<file path="config.mk">
export PLATFORM = sky130hd
export DESIGN_NAME = idmar_regs
export DESIGN_NICKNAME = d
export VERILOG_FILES = /design/src/rtl/idmar_pkg.sv /design/src/rtl/idmar_regs.sv
export SDC_FILE = /design/constraint.sdc
export NUM_CORES = 1
export LEC_CHECK = 0
export BUFFER_PORTS_ARGS = -buffer_cell sky130_fd_sc_hd__buf_2
export CORE_AREA = 2 2 128 142
export CTS_BUF_LIST = sky130_fd_sc_hd__clkbuf_16
export DETAILED_ROUTE_END_ITERATION = 10
export DIE_AREA = 0 0 130 144
export GPL_TIMING_DRIVEN = 0
export REMOVE_ABC_BUFFERS = 1
export SLEW_MARGIN = 30
export SYNTH_ARGS = -nofsm -noshare
export SYNTH_HDL_FRONTEND = slang
export SYNTH_SLANG_ARGS = --single-unit
</file>
<file path="constraint.sdc">
create_clock -name mclk_i -period 2.9 [get_ports mclk_i]
set_input_delay 0.435 -clock mclk_i [delete_from_list [all_inputs] [get_ports mclk_i]]
set_output_delay 0.435 -clock mclk_i [all_outputs]
set_load 0.01 [all_outputs]
</file>
<file path="src/rtl/idmar_pkg.sv">
// package: register map, field positions and carrier types for the dma channel registers
package idmar_pkg;
   // register offsets within the io window
   localparam logic [3:0] OFS_CH2_ADDR   = 4'h4;
   localparam logic [3:0] OFS_CH2_COUNT  = 4'h5;
   localparam logic [3:0] OFS_CHAN3_CURRENT_ADDRESS   = 4'h6;
   localparam logic [3:0] OFS_CH3_COUNT  = 4'h7;
   localparam logic [3:0] OFS_STAT_CMD   = 4'h8;
   localparam logic [3:0] OFS_SW_REQ     = 4'h9;
   localparam logic [3:0] OFS_SNGL_MASK  = 4'ha;
   localparam logic [3:0] OFS_MODE       = 4'hb;
   localparam logic [3:0] OFS_PTR_CLEAR  = 4'hc;
   // field positions
   localparam int unsigned SETCLR_BIT    = 2;
   localparam int unsigned MEMCOPY_BIT   = 0;
   // reset values
   localparam logic [7:0]  CMD_RESET     = 8'h00;
   localparam logic [3:0]  MASK_RESET    = 4'hf;
   localparam logic [7:0]  MODE_RESET    = 8'h00;
   localparam logic [15:0] WORD_RESET    = 16'h0000;
   // number of channels held here
   localparam int unsigned NUM_CH        = 4;

   // transfer modes and types
   typedef enum logic [1:0] {
      IDMAR_DEMAND  = 2'b00,
      IDMAR_SINGLE  = 2'b01,
      IDMAR_BLOCK   = 2'b10,
      IDMAR_CASCADE = 2'b11
   } idmar_xmode_t;

   typedef enum logic [1:0] {
      IDMAR_VERIFY  = 2'b00,
      IDMAR_WRITE   = 2'b01,
      IDMAR_READ    = 2'b10,
      IDMAR_ILLEGAL = 2'b11
   } idmar_xtype_t;

   // io access request
   typedef struct packed {
      logic       wr;
      logic       rd;
      logic [3:0] addr;
      logic [7:0] wdata;
   } idmar_io_req_t;

   // io read answer
   typedef struct packed {
      logic       valid;
      logic [7:0] rdata;
   } idmar_io_rsp_t;

   // controller command byte
   typedef struct packed {
      logic ack_low;
      logic req_low;
      logic write_ext;
      logic rotating;
      logic compressed;
      logic disabled;
      logic addr_hold;
      logic memory_copy_enable;
   } idmar_cmd_t;

   // per-channel mode
   typedef struct packed {
      idmar_xmode_t xmode;
      logic         address_direction;
      logic         auto_init;
      idmar_xtype_t transfer_type_field;
      logic [1:0]   chan;
   } idmar_mode_t;
endpackage

</file>
<file path="src/rtl/idmar_regs.sv">
// module: channel 2/3 address and count, status, command, request, mask and mode registers
`timescale 1ns/1ps
`default_nettype none
// Functional notes
// - count byte picked by byte pointer
// - address byte picked by byte pointer
// - any write to clear location zeroes pointer
// - status 7:4 show pending requests
// - status 3:0 show terminal count
// - io status read clears flags, mirrored
// - command 7:6 set ack, request polarity
// - command 5:0 timing, priority, enable, copy
// - request write sets or clears soft request
// - single mask write sets or clears mask
// - mode 7:4 mode, direction, auto init
// - mode 3:2 transfer type, 11 illegal
// - type ignored for cascade or copy
// - mode 1:0 select target channel
// - status read, command write share address
module idmar_regs (
   // clock and reset
   input  wire logic                    mclk_i,
   input  wire logic                    resetn_i,
   // io window
   input  wire idmar_pkg::idmar_io_req_t io_req_i,
   output var  idmar_pkg::idmar_io_rsp_t io_rsp_o,
   // bus hold acknowledge, writes ignored while high
   input  wire logic                    hold_acknowledge_i,
   // engine events
   input  wire logic [3:0]              peripheral_request_in_i,
   input  wire logic [3:0]              terminal_count_i,
   // settings to the engine
   output var  idmar_pkg::idmar_cmd_t   cmd_o,
   output logic [3:0]                   chan_mask_o,
   output logic [3:0]                   soft_request_o,
   output var  idmar_pkg::idmar_mode_t [3:0] chan_mode_o,
   output logic [3:0]                   type_valid_o,
   output logic [15:0]                  chan2_address_o,
   output logic [15:0]                  chan2_count_o,
   output logic [15:0]                  chan3_address_o,
   output logic [15:0]                  chan3_count_o,
   // bus status mirror
   output logic [7:0]                   bus_status_o,
   // two-entry read buffer, drain side
   output logic                         rbuf_valid_o,
   output logic [7:0]                   rbuf_data_o,
   input  wire logic                    rbuf_ready_i
);
   import idmar_pkg::*;

   logic        ptr_reg, ptr_next;
   idmar_cmd_t  cmd_reg, cmd_next;
   logic [3:0]  mask_reg, mask_next, sreq_reg, sreq_next;
   logic [3:0]  rq_reg, rq_next, tc_reg, tc_next;
   idmar_mode_t [3:0] mode_reg, mode_next;
   logic [3:0]  tvld_reg, tvld_next;
   logic [15:0] a2_reg, a2_next, c2_reg, c2_next, a3_reg, a3_next, c3_reg, c3_next;
   idmar_io_rsp_t rsp_reg, rsp_next;
   logic [7:0]  buf_reg [2];
   logic [7:0]  buf_next [2];
   logic [1:0]  cnt_reg, cnt_next;
   logic        bvld_reg, bvld_next;
   logic        wr_ok, word_acc, rd_take, push, pop;
   logic [7:0]  rd_val, status_val;

   assign wr_ok = io_req_i.wr && !hold_acknowledge_i;
   assign status_val = {rq_reg, tc_reg};
   assign word_acc = (io_req_i.addr >= OFS_CH2_ADDR) && (io_req_i.addr <= OFS_CH3_COUNT);
   // a read is taken only while the buffer has room
   assign rd_take = io_req_i.rd && (cnt_reg != 2'd2);
   assign push = rd_take;
   assign pop = (cnt_reg != 2'd0) && rbuf_ready_i;

   // read data select
   always_comb begin
      rd_val = 8'h00;
      if (io_req_i.addr == OFS_CH2_ADDR) begin
         rd_val = ptr_reg ? a2_reg[15:8] : a2_reg[7:0];
      end else if (io_req_i.addr == OFS_CH2_COUNT) begin
         rd_val = ptr_reg ? c2_reg[15:8] : c2_reg[7:0];
      end else if (io_req_i.addr == OFS_CHAN3_CURRENT_ADDRESS) begin
         rd_val = ptr_reg ? a3_reg[15:8] : a3_reg[7:0];
      end else if (io_req_i.addr == OFS_CH3_COUNT) begin
         rd_val = ptr_reg ? c3_reg[15:8] : c3_reg[7:0];
      end else if (io_req_i.addr == OFS_STAT_CMD) begin
         rd_val = status_val;
      end
   end

   // next values of the register file
   always_comb begin
      ptr_next  = ptr_reg;
      cmd_next  = cmd_reg;
      mask_next = mask_reg;
      sreq_next = sreq_reg;
      mode_next = mode_reg;
      tvld_next = tvld_reg;
      a2_next   = a2_reg;
      c2_next   = c2_reg;
      a3_next   = a3_reg;
      c3_next   = c3_reg;
      // status flags: a read clears, a new event in the same cycle wins
      rq_next = rq_reg;
      tc_next = tc_reg;
      if (rd_take && io_req_i.addr == OFS_STAT_CMD) begin
         rq_next = 4'h0;
         tc_next = 4'h0;
      end
      rq_next = rq_next | peripheral_request_in_i | sreq_reg;
      tc_next = tc_next | terminal_count_i;
      // byte pointer advances on each word byte access
      if ((wr_ok || rd_take) && word_acc) begin
         ptr_next = !ptr_reg;
      end
      if (wr_ok) begin
         if (io_req_i.addr == OFS_CH2_ADDR) begin
            if (ptr_reg) a2_next[15:8] = io_req_i.wdata;
            else a2_next[7:0] = io_req_i.wdata;
         end else if (io_req_i.addr == OFS_CH2_COUNT) begin
            if (ptr_reg) c2_next[15:8] = io_req_i.wdata;
            else c2_next[7:0] = io_req_i.wdata;
         end else if (io_req_i.addr == OFS_CHAN3_CURRENT_ADDRESS) begin
            if (ptr_reg) a3_next[15:8] = io_req_i.wdata;
            else a3_next[7:0] = io_req_i.wdata;
         end else if (io_req_i.addr == OFS_CH3_COUNT) begin
            if (ptr_reg) c3_next[15:8] = io_req_i.wdata;
            else c3_next[7:0] = io_req_i.wdata;
         end else if (io_req_i.addr == OFS_STAT_CMD) begin
            cmd_next = idmar_cmd_t'(io_req_i.wdata);
         end else if (io_req_i.addr == OFS_SW_REQ) begin
            sreq_next[io_req_i.wdata[1:0]] = io_req_i.wdata[SETCLR_BIT];
         end else if (io_req_i.addr == OFS_SNGL_MASK) begin
            mask_next[io_req_i.wdata[1:0]] = io_req_i.wdata[SETCLR_BIT];
         end else if (io_req_i.addr == OFS_MODE) begin
            mode_next[io_req_i.wdata[1:0]] = idmar_mode_t'(io_req_i.wdata);
         end else if (io_req_i.addr == OFS_PTR_CLEAR) begin
            ptr_next = 1'b0;
         end
      end
      // transfer type counts only outside cascade and memory copy
      for (int i = 0; i < NUM_CH; i++) begin
         tvld_next[i] = (mode_next[i].xmode != IDMAR_CASCADE) &&
                        !cmd_next.memory_copy_enable &&
                        (mode_next[i].transfer_type_field != IDMAR_ILLEGAL);
      end
   end

   // read answer and two-entry buffer next state
   always_comb begin
      rsp_next.valid = rd_take;
      rsp_next.rdata = rd_take ? rd_val : rsp_reg.rdata;
      buf_next[0] = buf_reg[0];
      buf_next[1] = buf_reg[1];
      cnt_next = cnt_reg;
      if (pop) begin
         buf_next[0] = buf_reg[1];
      end
      if (push) begin
         buf_next[(pop ? cnt_reg - 2'd1 : cnt_reg) == 2'd0 ? 0 : 1] = rd_val;
      end
      cnt_next = cnt_reg + {1'b0, push} - {1'b0, pop};
      bvld_next = (cnt_next != 2'd0); // head valid kept in its own flop
   end

   // registers
   always_ff @(posedge mclk_i or negedge resetn_i) begin
      if (!resetn_i) begin
         ptr_reg  <= 1'b0;
         cmd_reg  <= idmar_cmd_t'(CMD_RESET);
         mask_reg <= MASK_RESET;
         sreq_reg <= 4'h0;
         rq_reg   <= 4'h0;
         tc_reg   <= 4'h0;
         mode_reg <= '{default: idmar_mode_t'(MODE_RESET)};
         tvld_reg <= 4'h0;
         a2_reg   <= WORD_RESET;
         c2_reg   <= WORD_RESET;
         a3_reg   <= WORD_RESET;
         c3_reg   <= WORD_RESET;
         rsp_reg  <= '0;
         buf_reg[0] <= 8'h00;
         buf_reg[1] <= 8'h00;
         cnt_reg  <= 2'd0;
         bvld_reg <= 1'b0;
      end else begin
         ptr_reg  <= ptr_next;
         cmd_reg  <= cmd_next;
         mask_reg <= mask_next;
         sreq_reg <= sreq_next;
         rq_reg   <= rq_next;
         tc_reg   <= tc_next;
         mode_reg <= mode_next;
         tvld_reg <= tvld_next;
         a2_reg   <= a2_next;
         c2_reg   <= c2_next;
         a3_reg   <= a3_next;
         c3_reg   <= c3_next;
         rsp_reg  <= rsp_next;
         buf_reg[0] <= buf_next[0];
         buf_reg[1] <= buf_next[1];
         cnt_reg  <= cnt_next;
         bvld_reg <= bvld_next;
      end
   end

   // outputs straight from flip-flops
   assign io_rsp_o        = rsp_reg;
   assign cmd_o           = cmd_reg;
   assign chan_mask_o     = mask_reg;
   assign soft_request_o  = sreq_reg;
   assign chan_mode_o     = mode_reg;
   assign type_valid_o    = tvld_reg;
   assign chan2_address_o = a2_reg;
   assign chan2_count_o   = c2_reg;
   assign chan3_address_o = a3_reg;
   assign chan3_count_o   = c3_reg;
   assign bus_status_o    = {rq_reg, tc_reg};
   assign rbuf_valid_o    = bvld_reg;
   assign rbuf_data_o     = buf_reg[0];

   // checks
   property p_ptr_clear;
      @(posedge mclk_i) disable iff (!resetn_i)
      (wr_ok && io_req_i.addr == OFS_PTR_CLEAR) |=> !ptr_reg;
   endproperty
   a_ptr_clear: assert property (p_ptr_clear) else $error("pointer not cleared");

   property p_ptr_toggle;
      @(posedge mclk_i) disable iff (!resetn_i)
      ((wr_ok || rd_take) && word_acc) |=> (ptr_reg != $past(ptr_reg));
   endproperty
   a_ptr_toggle: assert property (p_ptr_toggle) else $error("pointer did not toggle");

   property p_cnt_low;
      @(posedge mclk_i) disable iff (!resetn_i)
      (wr_ok && io_req_i.addr == OFS_CH2_COUNT && !ptr_reg) |=>
      (c2_reg[7:0] == $past(io_req_i.wdata));
   endproperty
   a_cnt_low: assert property (p_cnt_low) else $error("count low byte wrong");

   property p_addr_high;
      @(posedge mclk_i) disable iff (!resetn_i)
      (wr_ok && io_req_i.addr == OFS_CHAN3_CURRENT_ADDRESS && ptr_reg) |=>
      (a3_reg[15:8] == $past(io_req_i.wdata));
   endproperty
   a_addr_high: assert property (p_addr_high) else $error("address high byte wrong");

   property p_tc_set;
      @(posedge mclk_i) disable iff (!resetn_i)
      terminal_count_i[2] |=> bus_status_o[2];
   endproperty
   a_tc_set: assert property (p_tc_set) else $error("terminal flag lost");

   property p_stat_clear;
      @(posedge mclk_i) disable iff (!resetn_i)
      (rd_take && io_req_i.addr == OFS_STAT_CMD && peripheral_request_in_i == 4'h0 &&
       sreq_reg == 4'h0 && terminal_count_i == 4'h0) |=> (bus_status_o == 8'h00);
   endproperty
   a_stat_clear: assert property (p_stat_clear) else $error("status not cleared");

   property p_stat_read;
      @(posedge mclk_i) disable iff (!resetn_i)
      (rd_take && io_req_i.addr == OFS_STAT_CMD) |=>
      (io_rsp_o.valid && io_rsp_o.rdata == $past(status_val));
   endproperty
   a_stat_read: assert property (p_stat_read) else $error("status read wrong");

   property p_mask;
      @(posedge mclk_i) disable iff (!resetn_i)
      (wr_ok && io_req_i.addr == OFS_SNGL_MASK) |=>
      (chan_mask_o[$past(io_req_i.wdata[1:0])] == $past(io_req_i.wdata[SETCLR_BIT]));
   endproperty
   a_mask: assert property (p_mask) else $error("mask bit wrong");

   property p_sreq;
      @(posedge mclk_i) disable iff (!resetn_i)
      (wr_ok && io_req_i.addr == OFS_SW_REQ && io_req_i.wdata[SETCLR_BIT]) |=>
      soft_request_o[$past(io_req_i.wdata[1:0])] ##1 bus_status_o[4 + $past(io_req_i.wdata[1:0], 2)];
   endproperty
   a_sreq: assert property (p_sreq) else $error("soft request wrong");

   property p_cascade;
      @(posedge mclk_i) disable iff (!resetn_i)
      (chan_mode_o[0].xmode == IDMAR_CASCADE || cmd_o.memory_copy_enable) |-> !type_valid_o[0];
   endproperty
   a_cascade: assert property (p_cascade) else $error("type not ignored");

   property p_hold;
      @(posedge mclk_i) disable iff (!resetn_i)
      (io_req_i.wr && hold_acknowledge_i && io_req_i.addr == OFS_STAT_CMD) |=> $stable(cmd_o);
   endproperty
   a_hold: assert property (p_hold) else $error("write taken during hold");

   c_mode: cover property (@(posedge mclk_i) disable iff (!resetn_i)
      wr_ok && io_req_i.addr == OFS_MODE);
   c_full: cover property (@(posedge mclk_i) disable iff (!resetn_i) cnt_reg == 2'd2);
   c_refused: cover property (@(posedge mclk_i) disable iff (!resetn_i)
      io_req_i.rd && cnt_reg == 2'd2);
   c_stat_rd: cover property (@(posedge mclk_i) disable iff (!resetn_i)
      rd_take && io_req_i.addr == OFS_STAT_CMD && status_val != 8'h00);
   c_word: cover property (@(posedge mclk_i) disable iff (!resetn_i)
      (wr_ok && io_req_i.addr == OFS_CH2_COUNT) ##1 (wr_ok && io_req_i.addr == OFS_CH2_COUNT));
endmodule
`default_nettype wire

</file>
# Yosys cells after proc, flatten, opt, wreduce, memory -nomap -nowiden
# Index checks and enable logic that the tools add are counted.
# word_totals
ff_bits	153
inputBits	26
out_inout_bits	142
# classes
add_sub_neg	3
order_cmp	6
eq_ne	18
muxes	51
bitwise	12
reduce_logical	35
# op_table
op	n
$mux W32	9
$mux W8	12
$bwmux W32	1
$ge A32 B2 Y1 const B	1
$lt A32 B1 Y1 const B	1
$not A1 Y32	1
$eq A4 B4 Y1 const B	5
$mux W1	19
$ne A2 B2 Y1 const B	9
$reduce_and A6 Y1	3
$bwmux W16	1
$demux W8 S2	1
$eq A4 B3 Y1 const B	4
$logic_and A1 B1 Y1	16
$mux W16	1
$or A4 B4 Y4	3
$reduce_and A5 Y1	2
$reduce_and A9 Y1	1
$bwmux W4	2
$demux W8 S1	1
$mux W4	2
$not A1 Y1	8
$reduce_and A4 Y1	2
$reduce_and A8 Y1	1
other kinds (15)	19

# Logic depth before layout (Yosys ltp)
# depth
ltp_word	17
ltp_mapped	11

# Worst setup path after synthesis
# No wires, ideal clock.
# synth_timing
path_type	register to register
startpoint	reg cnt_reg[0]
endpoint	reg bvld_reg, in the netlist rbuf_valid_o
setup_time_ns	0.127
arrival_ns	2.089
t_required_ns	2.773
slack_ns	0.684
stages_incl_launch_ff	12
n_path_buf	2
synth_period_minus_slack_ns	2.216
path_cell_list	dfrtp_1 -> inv_1 -> ha_1 -> nand2b_1 -> clkbuf_1 -> clkbuf_1 -> ha_1 -> inv_1 -> ha_1 -> xnor2_1 -> xnor2_1 -> or2_2
# synth_between
elab_chain_cells	5
elab_cells_between_ends	7
cone_classes	2 x add/sub; 1 x eq/ne; 4 x reduce/logical
# synth_lines
element	line	source
start: declaration	idmar_regs.sv:61	logic [1:0] cnt_reg, cnt_next;
start signal: assignment	idmar_regs.sv:201	cnt_reg <= cnt_next;
$ne A2 B2 Y1	idmar_regs.sv:70	assign rd_take = io_req_i.rd && (cnt_reg != 2'd2);
$logic_and A1 B1 Y1	idmar_regs.sv:70	
$add A2 B1 Y2	idmar_regs.sv:161	cnt_next = cnt_reg + {1'b0, push} - {1'b0, pop};
$sub A2 B1 Y2 (*)	idmar_regs.sv:161	
named net cnt_next[1]	idmar_regs.sv:61	
$reduce_bool A2 Y1 (*)	idmar_regs.sv:162	bvld_next = (cnt_next != 2'd0);
named net bvld_next	idmar_regs.sv:62	logic bvld_reg, bvld_next;
end signal: assignment	idmar_regs.sv:202	bvld_reg <= bvld_next;
end: declaration	idmar_regs.sv:62	
# Mark *: on every way through the listed nets, which the timed path passes. The rest lies on a longest branch.
# A chain may end at the register's enable or synchronous reset.

# Final worst setup path
# Ends and elaborated chain as after synthesis.

==> flow_summary_export.csv <==
group,metric,value,unit
outcome,status,"finished, final reports clean",
sta,final-max-slew-violation-count,0,
critical_path,cp_slowest_cell,"nor2b_1",
die,core_area,17400,um2
critical_path,r2r_end,"rbuf_valid_o",
synth,async_flop_share,1.00,
pwr,p_leak,4.29,nW
die,initial_core_util,0.391,
critical_path,worstSetupPathType,"flip-flop to flip-flop",
critical_path,cp.depth,9,
cts,cts_tree,"done",
sta,tightest_slew,0.906,ns
critical_path,cp-end-kind,"flip-flop",
critical_path,rrSetupSlack,0.27,ns
die,core.rowCount,51,
synth,postSynthCellCount,526,
finish,diodes,0,
die,die-area,18700,um2
run,cap_violations,0,
place,dp_hpwl,12900,um
min_path,min_delay_path_depth,2,
cts,cts_root_buffer,"clkbuf_16",
critical_path,rr_startpoint,"cnt_reg[0]",
pwr,net-switching-power,2.20,mW
critical_path,crit_family,"simple AND/OR/NAND/NOR gates",
critical_path,worstPathCellList,"inv_1, ha_1, nor2b_1, ha_1, inv_1, ha_1, xnor2_1, xnor2_1, or2_2",
synth,synth.area.top_cells,"dfrtp_1 (55%), mux2_2 (18%), mux2i_1 (3.5%)",
min_path,holdCritStartpoint,"terminal_count_i[1]",
synth,syn_area_per_cell,12.9,um2
cts,cts_buffers,17,
sta,fin_crit_sh,0.907,
place,port_buffers,167,
synth,yosys_warnings,0,
global_routing,grt_max_degree,82,
routing,dr.pass1.iters,5,
routing,vias,4743,
cts,cts_sinks,153,
min_path,min_to,"tc_reg[1]",
global_routing,antenna_found_initial,0,
global_routing,overflow,0,
synth,ys_seq_area_frac,0.563,
sta,hold_violations,0,
min_path,hold_path.class,"primary input to flip-flop",
finish,fin_util,0.478,
global_routing,grt_usage,0.200,
synth,synth_flop_cell,"dfrtp_1",
critical_path,critical_path.max_fanout,10,
synth,ys_ff_latch,153,
finish,largest_register_ffs,32,
global_routing,grt_pass1_wl,28000,um
pwr,seq_power_share,0.443,
cts,cts_max_path_buffers,2,
finish,final_layout_size_suffix_gt1_frac,0.478,
pwr,pwr-share-clk,0.296,
global_routing,first_global_vias,4833,
routing,drt-total-wl,18100,um
sta,finalSetupViolCount,0,
synth,synth_commonest_cells,"dfrtp_1 (149), mux2_2 (108), nand2_1 (41)",
cts,clock_latency,0.42,ns
cts,cts_max_level,4,
synth,synth_cell_types,48,
synth,netlist.area_leader.share,0.548,
synth,synth_edf_count,0,
synth,yosysTopAreaCell,"dfrtp_1",
routing,drc_errors,0,
sta,rsz0062_at_grt,"false",
cts,ctsResizeCount,0,
pwr,vdd_drop_max,0.414,mV
finish,syn_to_final_growth,22.4,%
finish,fillerInstances,1652,
place,place_congestion,0.818,
die,die_w,130,um
pwr,power.internal,4.63,mW
cts,clk_pin_slew_worst_paths,0.06,ns
pwr,switching_share,0.322,
critical_path,start_kind,"flip-flop",
pwr,combPwrFrac,0.260,
sta,fin_skew,0.00670,ns
synth,yosysMostFrequentCell,"dfrtp_1",
finish,fin_nets,707,
finish,fin_cells,928,
routing,via_per_inst,5.11,
place,placed_cells,895,
routing,drtIter0Drc,182,
critical_path,critPathBufInv,2,
sta,slew_headroom,0.395,
die,die_h,144,um
critical_path,arrival,2.93,ns
pwr,power_density,820,nW/um2
critical_path,critPathMostFrequentCell,"ha_1",
critical_path,rr_worst_depth,9,
routing,wl_per_cell,19.5,um
critical_path,max_stage_delay,0.70,ns
critical_path,worstPathRequired,3.20,ns
routing,detail-route-antenna-nets,0,
sta,period_needed,2.63,ns
die,ioPinCount,168,
pwr,finalPower,6.83,mW
synth,netlist_area,6810,um2
sta,max_freq,0.380,GHz
layer usage:
metal / routed length, um / up-vias / global-route usage
met3: 1100 / 22 / 0.0548
met2: 8740 / 143 / 0.321
met1: 7930 / 2412 / 0.265
met4: 296 / 0 / 0.0634
li1: - / 2166 / -
met5: 0 / - / 0
worst register-to-register path: cells and delay by family (launching register included):
kind	cells	cell delay, ns
buf+inv	2	0.14
fa+ha+maj	3	0.73
flops	1	0.41
xor+xnor	2	0.24
simple gates	2	0.98
cell families (layout without fill, tap and decap cells):
kind of cell,count (synthesis),in the layout,share of synthesized area
fa+ha+maj,4,4,0.00735
xor+xnor,2,2,0.00257
compound gates,84,84,0.0715
buf+inv,43,207,0.0327
flops,153,153,0.563
simple gates,98,98,0.0842
mux,142,142,0.238
stage by stage:
stage               TNS [ns]  setup WS [ns]  hold slack [ns]  area [um2]
CTS                        0          0.239            0.181        8330
finish                     0          0.270            0.199        8330
detailed placement         0          0.257            0.442        7780
global route               0         0.0612            0.194        8330
global placement     -124.98         -0.800            0.447        7740
floorplan                  0          0.493            0.139        6610
power groups by stage:
stage               sequential (mW)  combinational [mW]  clock (mW)
finish                         3.03                1.78        2.02
global route                   3.09                1.96        2.18
detailed placement             3.06                1.80           0
floorplan                      3.16               0.862           0
CTS                            3.03                1.81        2.07
global placement               3.02                1.78           0
placed cells by master (no fill, tap or decap), drive strengths merged, types with 2 or more instances in the layout:
cell	count
or2	4
inv	8
mux2	116
nand2	43
nand2b	8
xnor2	2
o22ai	8
ha	4
nor2b	6
clkinv	7
a21oi	21
clkinvlp	5
dfrtp	149
buf	168
o21ai	36
nor2	13
dfstp	4
mux2i	25
nand3	11
a211o	4
a22oi	5
clkbuf	17
and2	5
a31oi	2
a21o	4
timing repair:
item | CTS | global route
setup buffers | 0 | 0
endpoints found under the setup margin | 0 | 0
endpoints found under the hold margin | 7 | 0
hold buffers | 1 | 0
worst max-delay path by stage:
stage	endpoint	startpoint	slack, ns
finish	rbuf_valid_o	cnt_reg[0]	0.27
global route	rbuf_valid_o	cnt_reg[0]	0.06
CTS	rbuf_valid_o	cnt_reg[0]	0.24
detailed placement	rbuf_valid_o	cnt_reg[0]	0.26
global placement	chan3_address_o[12]	resetn_i	-0.80
floorplan	buf_reg[3]	ptr_reg	0.49
final cells by class:
cell class                 count  area [um2]  area share
clock buffer                  17         425      0.0511
sequential                   153        3840       0.461
multi-input combinational    330        2750       0.330
inverter                       6        22.5     0.00270
timing repair buffer         169         883       0.106
clock inverter                15         114      0.0137
tap                          238         298      0.0358
Note: power is estimated with default switching activity, not from simulation.
